--- src/bbp_defs.svh ---
// Constant definitions for the boolean bit processor.
`ifndef BBP_DEFS_SVH
`define BBP_DEFS_SVH
`define BBP_RAM_BIT_BASE    8'h20
`define BBP_SFR_P0          8'h80
`define BBP_SFR_TCS         8'h88
`define BBP_SFR_P1          8'h90
`define BBP_SFR_SCS         8'h98
`define BBP_SFR_P2          8'hA0
`define BBP_SFR_P3          8'hB0
`define BBP_SFR_PSW         8'hD0
`define BBP_SFR_ACC         8'hE0
`define BBP_SFR_BREG        8'hF0
`define BBP_TCS_T1_OVF      7
`define BBP_TCS_T1_RUN      6
`define BBP_TCS_T0_OVF      5
`define BBP_TCS_T0_RUN      4
`define BBP_SCS_MODE_HI     7
`define BBP_SCS_MODE_LO     6
`define BBP_SCS_MP_FILTER   5
`define BBP_SCS_RX_EN       4
`define BBP_SCS_TX_NINTH    3
`define BBP_SCS_RX_NINTH    2
`define BBP_SCS_TX_DONE     1
`define BBP_SCS_RX_DONE     0
`define BBP_PSW_CARRY       7
`define BBP_PORT_RESET      8'hFF
`define BBP_REG_RESET       8'h00
`endif

--- src/bbp_pkg.sv ---
// Types shared by the boolean bit processor.
package bbp_pkg;
  typedef enum logic [3:0] {
    BBP_OP_NOP    = 4'h0,
    BBP_OP_SET    = 4'h1,
    BBP_OP_CLR    = 4'h2,
    BBP_OP_INV    = 4'h3,
    BBP_OP_MOV_C  = 4'h4,
    BBP_OP_MOV_B  = 4'h5,
    BBP_OP_AND    = 4'h6,
    BBP_OP_OR     = 4'h7,
    BBP_OP_JC     = 4'h8,
    BBP_OP_JNC    = 4'h9,
    BBP_OP_JB     = 4'hA,
    BBP_OP_JNB    = 4'hB,
    BBP_OP_JBC    = 4'hC,
    BBP_OP_SHORT_RELATIVE_JUMP   = 4'hD
  } bbp_op_type;

  typedef enum logic [1:0] {
    BBP_SER_SHIFT = 2'b00,
    BBP_SER_UART8 = 2'b01,
    BBP_SER_UART9F = 2'b10,
    BBP_SER_UART9V = 2'b11
  } bbp_ser_mode_type;

  typedef enum logic [0:0] {
    BBP_ST_IDLE = 1'b0,
    BBP_ST_SECOND = 1'b1
  } bbp_state_type;

  typedef struct packed {
    bbp_op_type  op;
    logic        on_carry;
    logic        invert_src;
    logic [7:0]  bit_addr;
    logic [7:0]  rel;
  } bbp_instr_type;

  typedef struct packed {
    logic        t1_ovf;
    logic        t0_ovf;
    logic        t1_ack;
    logic        t0_ack;
    logic        tx_done;
    logic        rx_done;
    logic        rx_ninth;
    logic        rx_ninth_we;
  } bbp_periph_evt_type;

  typedef struct packed {
    logic        psw_we;
    logic [7:0]  psw_data;
    logic        carry_we;
    logic        carry_data;
  } bbp_alu_wr_type;
endpackage

--- src/bbp_core.sv ---
// Boolean bit processor: bit space, bit instructions and relative jumps.
// ============================================================
`include "bbp_defs.svh"
module bbp_core
  import bbp_pkg::*;
#(
  parameter int PC_W = 16
)(
  input  wire logic               core_clk,
  input  wire logic               rst_b,
  input  wire logic               instr_valid,
  input  wire bbp_instr_type      instr,
  input  wire logic [PC_W-1:0]    pc_next,
  input  wire bbp_periph_evt_type evt,
  input  wire bbp_alu_wr_type     alu_wr,
  input  wire logic [31:0]        port_pins,
  output logic                    instr_ready,
  output logic                    jump_taken,
  output logic [PC_W-1:0]         jump_target,
  output logic                    carry_flag,
  output logic [7:0]              program_status_word,
  output logic [7:0]              timer_control_status,
  output logic [7:0]              serial_control_status,
  output logic [7:0]              acc_out,
  output logic [7:0]              breg_out,
  output logic [31:0]             port_latch,
  output logic                    timer1_run,
  output logic                    timer0_run,
  output bbp_ser_mode_type        serial_mode,
  output logic                    rx_accept,
  output logic                    tx_ninth_bit
);

  // ============================================================
  // Storage
  logic [7:0]  ram_r [16];
  logic [7:0]  psw_r;
  logic [7:0]  tcs_r;
  logic [7:0]  scs_r;
  logic [7:0]  acc_r;
  logic [7:0]  breg_r;
  logic [31:0] port_r;
  logic [31:0] pin_s1_r;
  logic [31:0] pin_s2_r;
  bbp_state_type  state_r;
  bbp_instr_type  held_r;

  // ============================================================
  // Decode
  // Two-cycle instructions are captured and finish in the second cycle.
  wire two_cycle = (instr.op == BBP_OP_MOV_B) || (instr.op >= BBP_OP_JC);
  wire issue     = instr_valid && (state_r == BBP_ST_IDLE);
  wire finish    = (state_r == BBP_ST_SECOND);
  wire bbp_instr_type cur = finish ? held_r : instr;
  wire do_op     = (issue && !two_cycle) || finish;
  wire [7:0]  addr     = cur.bit_addr;
  wire [2:0]  bit_pos  = addr[2:0];
  wire [7:0]  sfr_base = {addr[7:3], 3'b000};
  wire        is_ram   = !addr[7];

  function automatic logic [7:0] bit_apply(input logic [7:0] v, input logic [2:0] p,
                                           input logic b);
    logic [7:0] r;
    r = v;
    r[p] = b;
    return r;
  endfunction

  // Ports read the pin for tests; writes go through the latch.
  wire [7:0] pin_byte = (sfr_base == `BBP_SFR_P0) ? pin_s2_r[7:0] :
                        (sfr_base == `BBP_SFR_P1) ? pin_s2_r[15:8] :
                        (sfr_base == `BBP_SFR_P2) ? pin_s2_r[23:16] : pin_s2_r[31:24];
  wire [1:0] port_idx = (sfr_base == `BBP_SFR_P0) ? 2'd0 :
                        (sfr_base == `BBP_SFR_P1) ? 2'd1 :
                        (sfr_base == `BBP_SFR_P2) ? 2'd2 : 2'd3;
  wire is_port = (sfr_base == `BBP_SFR_P0) || (sfr_base == `BBP_SFR_P1) ||
                 (sfr_base == `BBP_SFR_P2) || (sfr_base == `BBP_SFR_P3);
  wire [7:0] latch_byte = port_r[{port_idx, 3'b000} +: 8];
  // Bit instructions that modify a port read the latch, not the pin.
  wire rmw_op = (cur.op == BBP_OP_SET) || (cur.op == BBP_OP_CLR) ||
                (cur.op == BBP_OP_INV) || (cur.op == BBP_OP_MOV_B) ||
                (cur.op == BBP_OP_JBC);

  wire [7:0] ram_byte = ram_r[addr[6:3]];
  wire [7:0] sel_byte = is_ram ? ram_byte :
                        (sfr_base == `BBP_SFR_PSW)  ? psw_r :
                        (sfr_base == `BBP_SFR_ACC)  ? acc_r :
                        (sfr_base == `BBP_SFR_BREG) ? breg_r :
                        (sfr_base == `BBP_SFR_TCS)  ? tcs_r :
                        (sfr_base == `BBP_SFR_SCS)  ? scs_r :
                        is_port ? (rmw_op ? latch_byte : pin_byte) : 8'h00;
  wire src_bit = sel_byte[bit_pos];
  wire carry   = psw_r[`BBP_PSW_CARRY];

  wire new_bit = (cur.op == BBP_OP_SET) ? 1'b1 :
                 (cur.op == BBP_OP_CLR) ? 1'b0 :
                 (cur.op == BBP_OP_INV) ? !(cur.on_carry ? carry : src_bit) :
                 (cur.op == BBP_OP_MOV_B) ? carry : 1'b0;
  wire bitop  = (cur.op == BBP_OP_SET) || (cur.op == BBP_OP_CLR) || (cur.op == BBP_OP_INV);
  wire operand = cur.invert_src ? !src_bit : src_bit;

  wire cond = (cur.op == BBP_OP_JC)  ?  carry :
              (cur.op == BBP_OP_JNC) ? !carry :
              (cur.op == BBP_OP_JB)  ?  src_bit :
              (cur.op == BBP_OP_JNB) ? !src_bit :
              (cur.op == BBP_OP_JBC) ?  src_bit :
              (cur.op == BBP_OP_SHORT_RELATIVE_JUMP);
  // clear only when the bit was set
  wire jbc_clear = finish && (cur.op == BBP_OP_JBC) && src_bit;

  // Carry result for the carry-targeted forms.
  wire c_we = do_op && ((bitop && cur.on_carry) || cur.op == BBP_OP_MOV_C ||
                        cur.op == BBP_OP_AND || cur.op == BBP_OP_OR);
  // carry logic with true or inverted operand
  wire c_val = (cur.op == BBP_OP_MOV_C) ? src_bit :
               (cur.op == BBP_OP_AND) ? (carry & operand) :
               (cur.op == BBP_OP_OR)  ? (carry | operand) : new_bit;
  // Destination bit write.
  wire b_we  = (do_op && ((bitop && !cur.on_carry) || cur.op == BBP_OP_MOV_B)) || jbc_clear;
  wire b_val = jbc_clear ? 1'b0 : new_bit;
  wire [7:0] wr_byte = bit_apply(sel_byte, bit_pos, b_val);

  // Pure function of its arguments, so the continuous assignments that
  // use it re-evaluate whenever any of its inputs moves.
  function automatic logic hit(input logic we, input logic [7:0] at, input logic [7:0] base);
    return we && (at == base);
  endfunction

  // The accumulator, B and the port latches change only when a bit write is aimed at them.
  wire sfr_we   = b_we && !is_ram;
  wire hit_psw  = hit(sfr_we, sfr_base, `BBP_SFR_PSW);
  wire hit_tcs  = hit(sfr_we, sfr_base, `BBP_SFR_TCS);
  wire hit_scs  = hit(sfr_we, sfr_base, `BBP_SFR_SCS);
  wire hit_acc  = hit(sfr_we, sfr_base, `BBP_SFR_ACC);
  wire hit_breg = hit(sfr_we, sfr_base, `BBP_SFR_BREG);

  // displacement is sign extended and added to pc
  wire [PC_W-1:0] disp = PC_W'($signed(cur.rel));

  // ============================================================
  // Sequencer
  // The held copy lets the offered instruction change during the busy
  // cycle without disturbing the second half of a two-cycle instruction.
  always_ff @(posedge core_clk or negedge rst_b)
  begin
    if (!rst_b)
    begin
      state_r <= BBP_ST_IDLE;
      held_r  <= '0;
    end
    else
    begin
      state_r <= (issue && two_cycle) ? BBP_ST_SECOND : BBP_ST_IDLE;
      if (issue)
        held_r <= instr;
    end
  end

  // The target is recomputed every cycle and means something only while
  // jump_taken is high.
  always_ff @(posedge core_clk or negedge rst_b)
  begin
    if (!rst_b)
    begin
      jump_taken  <= 1'b0;
      jump_target <= '0;
    end
    else
    begin
      jump_taken  <= finish && cond && (cur.op >= BBP_OP_JC);
      jump_target <= pc_next + disp;
    end
  end

  // Pins come from outside the clock domain.
  // The synchroniser starts at zero, so a pin test right after reset can
  // see a low level for two cycles even on a pin that is held high.
  always_ff @(posedge core_clk or negedge rst_b)
  begin
    if (!rst_b)
    begin
      pin_s1_r <= '0;
      pin_s2_r <= '0;
    end
    else
    begin
      pin_s1_r <= port_pins;
      pin_s2_r <= pin_s1_r;
    end
  end

  // ============================================================
  // Bit space registers
  // The bit RAM has no reset; software must initialise its flags.
  always_ff @(posedge core_clk)
  begin
    if (b_we && is_ram)
      ram_r[addr[6:3]] <= wr_byte;
  end

  // core byte writes and side effects, bit writes win
  wire [2:0] carry_pos = 3'(`BBP_PSW_CARRY);
  wire [7:0] psw_base = alu_wr.psw_we ? alu_wr.psw_data :
                        alu_wr.carry_we ? bit_apply(psw_r, carry_pos, alu_wr.carry_data)
                        : psw_r;
  wire [7:0] psw_bitw = hit_psw ? bit_apply(psw_base, bit_pos, b_val) : psw_base;
  // A carry-targeted result is applied last so that it beats a core byte
  // write of the status word in the same cycle.
  wire [7:0] psw_nxt  = c_we ? bit_apply(psw_bitw, carry_pos, c_val) : psw_bitw;

  // timer flags: hardware set beats clear in the same cycle
  wire [7:0] tcs_w = hit_tcs ? wr_byte : tcs_r;
  wire [7:0] tcs_nxt = {tcs_w[7] & !evt.t1_ack | evt.t1_ovf, tcs_w[6],
                        tcs_w[5] & !evt.t0_ack | evt.t0_ovf, tcs_w[4], tcs_w[3:0]};
  wire [7:0] scs_w = hit_scs ? wr_byte : scs_r;
  wire [7:0] scs_nxt = {scs_w[7:3],
                        evt.rx_ninth_we ? evt.rx_ninth : scs_w[2],
                        scs_w[1] | evt.tx_done,
                        scs_w[0] | evt.rx_done};

  always_ff @(posedge core_clk or negedge rst_b)
  begin
    if (!rst_b)
    begin
      psw_r  <= `BBP_REG_RESET;
      tcs_r  <= `BBP_REG_RESET;
      scs_r  <= `BBP_REG_RESET;
      acc_r  <= `BBP_REG_RESET;
      breg_r <= `BBP_REG_RESET;
      port_r <= {4{`BBP_PORT_RESET}};
    end
    else
    begin
      psw_r <= psw_nxt;
      tcs_r <= tcs_nxt;
      scs_r <= scs_nxt;
      if (hit_acc)
        acc_r <= wr_byte;
      if (hit_breg)
        breg_r <= wr_byte;
      if (b_we && !is_ram && is_port)
        port_r[{port_idx, 3'b000} +: 8] <= wr_byte;
    end
  end

  // ============================================================
  // Outputs
  assign instr_ready           = (state_r == BBP_ST_IDLE);
  assign carry_flag            = psw_r[`BBP_PSW_CARRY];
  assign program_status_word   = psw_r;
  assign timer_control_status  = tcs_r;
  assign serial_control_status = scs_r;
  assign acc_out               = acc_r;
  assign breg_out              = breg_r;
  assign port_latch            = port_r;
  assign timer1_run            = tcs_r[`BBP_TCS_T1_RUN];
  assign timer0_run            = tcs_r[`BBP_TCS_T0_RUN];
  assign serial_mode = bbp_ser_mode_type'(scs_r[`BBP_SCS_MODE_HI:`BBP_SCS_MODE_LO]);
  assign rx_accept = scs_r[`BBP_SCS_RX_EN] &&
                     !(scs_r[`BBP_SCS_MP_FILTER] && scs_r[`BBP_SCS_MODE_HI] && !evt.rx_ninth);
  assign tx_ninth_bit = scs_r[`BBP_SCS_TX_NINTH];

  // ============================================================
  // Checks
  AST_TX_DONE_STICKY: assert property (@(posedge core_clk) disable iff (!rst_b)
    evt.tx_done |=> serial_control_status[`BBP_SCS_TX_DONE])
    else $error("transmit done flag not set");
  AST_RX_DONE_STICKY: assert property (@(posedge core_clk) disable iff (!rst_b)
    evt.rx_done |=> serial_control_status[`BBP_SCS_RX_DONE])
    else $error("receive done flag not set");
  AST_T1_OVF_SET: assert property (@(posedge core_clk) disable iff (!rst_b)
    evt.t1_ovf |=> timer_control_status[`BBP_TCS_T1_OVF])
    else $error("timer1 overflow flag not set");
  AST_TWO_CYCLE_BUSY: assert property (@(posedge core_clk) disable iff (!rst_b)
    (issue && two_cycle) |=> !instr_ready ##1 instr_ready)
    else $error("two cycle instruction timing wrong");
  AST_SHORT_RELATIVE_JUMP_TAKEN: assert property (@(posedge core_clk) disable iff (!rst_b)
    (issue && instr.op == BBP_OP_SHORT_RELATIVE_JUMP) |-> ##2 jump_taken)
    else $error("short jump not taken");
  AST_JC_CARRY: assert property (@(posedge core_clk) disable iff (!rst_b)
    (finish && cur.op == BBP_OP_JC) |=> (jump_taken == $past(carry)))
    else $error("carry jump wrong");
  AST_SET_CARRY: assert property (@(posedge core_clk) disable iff (!rst_b)
    (issue && instr.op == BBP_OP_SET && instr.on_carry && !alu_wr.psw_we) |=> carry_flag)
    else $error("carry not set");
  AST_JBC_CLEAR: assert property (@(posedge core_clk) disable iff (!rst_b)
    (jbc_clear && is_ram) |=> !ram_r[$past(addr[6:3])][$past(bit_pos)])
    else $error("jump and clear left bit set");
  AST_RX_NINTH: assert property (@(posedge core_clk) disable iff (!rst_b)
    evt.rx_ninth_we |=> (serial_control_status[`BBP_SCS_RX_NINTH] == $past(evt.rx_ninth)))
    else $error("receive ninth bit not loaded");

  // Further checks on flags, branches, the port latch, the accumulator source and the receive filter.
  AST_T0_OVF_SET: assert property (@(posedge core_clk) disable iff (!rst_b)
    evt.t0_ovf |=> timer_control_status[`BBP_TCS_T0_OVF])
    else $error("timer0 overflow flag not set");
  AST_JNC_CARRY: assert property (@(posedge core_clk) disable iff (!rst_b)
    (finish && cur.op == BBP_OP_JNC) |=> (jump_taken == !$past(carry)))
    else $error("no carry jump wrong");
  AST_JB_BIT: assert property (@(posedge core_clk) disable iff (!rst_b)
    (finish && cur.op == BBP_OP_JB) |=> (jump_taken == $past(src_bit)))
    else $error("bit jump wrong");
  AST_JUMP_TARGET: assert property (@(posedge core_clk) disable iff (!rst_b)
    jump_taken |-> (jump_target == $past(pc_next) + $past(disp)))
    else $error("jump target wrong");
  AST_MOV_TO_CARRY: assert property (@(posedge core_clk) disable iff (!rst_b)
    (do_op && cur.op == BBP_OP_MOV_C) |=> (carry_flag == $past(src_bit)))
    else $error("bit not moved to carry");
  AST_SRC_KEPT: assert property (@(posedge core_clk) disable iff (!rst_b)
    (do_op && (cur.op == BBP_OP_AND || cur.op == BBP_OP_OR) && sfr_base == `BBP_SFR_ACC)
    |=> $stable(acc_out))
    else $error("logic source bit changed");
  AST_PORT_ONE_BIT: assert property (@(posedge core_clk) disable iff (!rst_b)
    (sfr_we && is_port) |=> ($countones(port_latch ^ $past(port_latch)) <= 1))
    else $error("port write touched more than one latch bit");
  AST_RX_FILTER: assert property (@(posedge core_clk) disable iff (!rst_b)
    (serial_control_status[`BBP_SCS_MP_FILTER] && serial_control_status[`BBP_SCS_MODE_HI] &&
     !evt.rx_ninth) |-> !rx_accept)
    else $error("filtered frame accepted");

endmodule

--- config.mk ---
export PLATFORM = sky130hd
export DESIGN_NAME = bbp_core
export DESIGN_NICKNAME = d
export VERILOG_FILES = /design/src/bbp_pkg.sv /design/src/bbp_core.sv
export VERILOG_INCLUDE_DIRS = /design/src /design/src/src
export SDC_FILE = /design/constraint.sdc
export NUM_CORES = 1
export LEC_CHECK = 0
export BUFFER_PORTS_ARGS = -buffer_cell sky130_fd_sc_hd__buf_2
export CAP_MARGIN = 5
export CORE_ASPECT_RATIO = 1.2
export CORE_MARGIN = 8
export CORE_UTILIZATION = 58
export CTS_CLUSTER_DIAMETER = 50
export DETAILED_ROUTE_END_ITERATION = 10
export PLACE_DENSITY_LB_ADDON = 0.12
export REMOVE_ABC_BUFFERS = 1
export SLEW_MARGIN = 20
export SYNTH_ARGS = -nofsm -noshare
export SYNTH_HDL_FRONTEND = slang
export SYNTH_SLANG_ARGS = --single-unit
--- constraint.sdc ---
create_clock -name core_clk -period 4.85 [get_ports core_clk]
set_input_delay 0.2425 -clock core_clk [delete_from_list [all_inputs] [get_ports core_clk]]
set_output_delay 0.2425 -clock core_clk [all_outputs]
set_load 0.1 [all_outputs]
==> out/metrics.cfg <==
[critical_path]
cp.required_ns = 5.34
worstPathMaxFanout = 29
arrival_ns = 5.15
crit_type = flip-flop to flip-flop
cp-start-kind = flip-flop
cp-end-kind = flip-flop
r2r-start = finish$_DFF_PN0_
critPathLaunch = finish$_DFF_PN0_

[global_routing]
grt_use_met1 = 0.324
grt_pass1_vias = 11000
grt_antenna_before_repair = 3
grt_busiest_layer = met2
grt.total_usage = 0.274
met3_usage = 0.0473
grt_overflow = 0
grt_max_degree = 95
grt_pass1_wl_um = 63600
grtUsageMet2 = 0.478

[timing]
setup_viol = 0
final.min_clock_period_ns = 4.66
finalCritPeriodShare = 0.961
fmax_mhz = 214
slew_viol_final = 0
fin_skew_ns = 0.0214
rsz0062_at_grt = false
tightest_slew_ns = 1.17
hold_viol = 0
fin_setup_tns_ns = 0
maxSlewHeadroom = 0.214
hold_ws_ns = 0.0254
finalWorstSetupSlack_ns = 0.187

[clock_tree]
cts_buffers = 31
cts-root-buf = clkbuf_16
cts_setup_buffers = 0
clkTransAtPathRegs_ns = 0.06
cts_sinks = 304
cts_buffer_depth = 3
cts_tree = built
clk_latency_ns = 0.56
cts_max_level = 1

[yosys]
synthTopCellsByArea = edfxtp_1 (27%), dfrtp_1 (25%), dfstp_2 (5.9%)
yosys_register_bits = 304
synthCells = 1055
synth_cell_types = 94
synth.avg_cell_area_um2 = 13.5
yosysWarnings = 0
synth.top_cell.area_share = 0.271
ys_seq_area_frac = 0.584
synth-edff-count = 128
async_flop_share = 0.579
synth_largest_area_cell = edfxtp_1
syn_area_mm2 = 0.0142
synth-main-ff-cell = dfrtp_1

[place]
hpwl_um = 29200
placed_cell_area_mm2 = 0.0157
port_buffers = 188
placedCellCount = 1564
place_ws_ns = 0.336
place.gp.congestion = 1.03

[power]
ir_worst_vdd_uv = 382
p_leak_nw = 7.29
power_per_cell_area_mw_per_mm2 = 430
power.total_mw = 7.45

[outcome]
status = completed

[drt]
firstDrtPassIters = 5
routed_via_density = 6.21
drcViolationCount = 0
wirelength_um = 41800
ant_nets = 0
drtIter0Drc = 997
vias = 10500
wl_per_cell_um = 24.8

[die]
ios = 189
start_util = 0.592
die_w_um = 159
dieArea_mm2 = 0.0298
die_h_um = 187
rows = 62
core_mm2 = 0.0240

[job]
maxCapViolCount = 0

[cells_and_area]
stdcell_area_mm2 = 0.0173
nets = 1446
layout-drive-gt1-share = 0.335
instances_no_fill = 1684
multi_input_area_mm2 = 0.00546
post-route-util = 0.723
fillers = 1600
area_growth_pct = 22.0
seq_area_mm2 = 0.00829

[worst_hold_path]
hold_class = input port to flip-flop
worstHoldStart = alu_wr[6]

[cell families (layout without fill, tap and decap cells)]
group	count (synthesis)	in the layout	share of synthesized area
AOI/OAI and AO/OA	236	236	0.128
muxes	149	149	0.136
and+or+nand+nor	244	244	0.0951
adders and majority gates	18	18	0.0164
xor gates and xnor gates	11	11	0.00775
DFF	304	304	0.584
other	0	3	0
buffers and inverters	93	399	0.0328
[layout by cell type, fill, tap and decap left out, types with 7 or more instances in the layout]
master	n
clkbuf_1	7
o21ai_0	29
clkbuf_16	31
o211ai_1	21
mux2_4	14
nor2_1	72
nand2_1	63
mux2i_1	57
a21oi_1	28
a22oi_1	14
a211oi_1	15
ha_1	17
buf_4	48
edfxtp_1	128
dfrtp_1	143
and2_1	7
xnor2_1	10
buf_2	187
dlygate4sd3_1	59
dfstp_2	32
inv_1	38
nor3_1	8
o22ai_1	7
mux4_2	24
nand3_1	20
buf_12	7
mux2_2	49
a21o_1	7
a22o_1	35
[routing by layer]
metal | vias up | part of all wire | wire, um
met3 | 120 | 0.075 | 3140
met4 | 0 | 0.048 | 2010
met2 | 506 | 0.51 | 21400
li1 | 4595 | - | -
met5 | - | 0 | 0
met1 | 5229 | 0.37 | 15300
[cells in the mapped netlist (6+ instances only)]
master	count
mux2_2	49
a21oi_1	28
xnor2_1	10
buf_4	13
mux2_4	14
a22o_1	35
nand3_1	20
mux2i_1	58
nor3_1	8
and3_1	6
ha_1	17
a211oi_1	15
nor2_1	72
o211ai_1	21
dfstp_2	32
mux4_2	24
o31ai_1	6
a22oi_1	14
a21o_1	7
edfxtp_1	128
nand2_1	63
buf_1	6
inv_1	38
nor4_1	6
buf_6	7
and2_1	7
o21ai_0	29
o22ai_1	7
dfrtp_1	144
buf_2	12
clkbuf_1	16
[layout make-up]
cell class                      count  area share
Sequential cell                   304       0.479
Clock inverter                     16     0.00816
Timing Repair Buffer              302       0.118
Multi-Input combinational cell    658       0.315
Clock buffer                       42      0.0485
Inverter                           39     0.00845
Antenna cell                        3    0.000433
Tap cell                          320      0.0231
[worst max-delay path: stages, from the launching register on]
cell and delay [ns]:
dfrtp_4 0.56, buf_4 0.32, inv_1 0.13, a21boi_2 0.19, buf_12 0.23, mux4_2 0.33, a222oi_1 0.46, a21oi_1 0.20
a22oi_1 0.21, and4_1 0.30, nand3_4 0.09, buf_4 0.16, a41oi_4 0.22, buf_12 0.23, nor2_8 0.07, o311ai_1 0.28
dlygate4sd3_1 0.59
[repair_timing]
action | 4_1_cts | 5_1_grt
hold buffers | 59 | 0
setup endpoints to repair | 0 | 1
resized for setup | 0 | 2
endpoints found under the hold margin | 146 | 0
[power by group]
group	switching, mW	internal (mW)	total, mW
clock	1.01	1.28	2.30
sequential	0.147	2.93	3.07
combinational	1.54	0.535	2.07
[state kept, by name, indices dropped and copies added, names as in the netlist]
name                   cells
breg_out                   8
acc_out                    8
ram_r                    128
pin_s1_r                  32
pin_s2_r                  32
program_status_word        8
held_r                    22
timer_control_status       8
finish                     1
jump_target               16
jump_taken                 1
serial_control_status      8
port_latch                32
[path summary, 6_finish.rpt]
check / end / slack, ns / cells after the start
setup / recovery: serial_control_status[2]$_DFFE_PN0P_ / 0.19 / 16
hold / removal: program_status_word[4]$_DFF_PN0_ / 0.03 / 3
setup reg to reg: serial_control_status[2]$_DFFE_PN0P_ / 0.19 / 16
hold reg to reg: pin_s2_r[3]$_DFF_PN0_ / 0.35 / 0
max in group asynchronous: program_status_word[6]$_DFF_PN0_ / 3.30 / 3
min in group asynchronous: pin_s1_r[15]$_DFF_PN0_ / 0.36 / 2
Power figures use the tool's default switching activity.
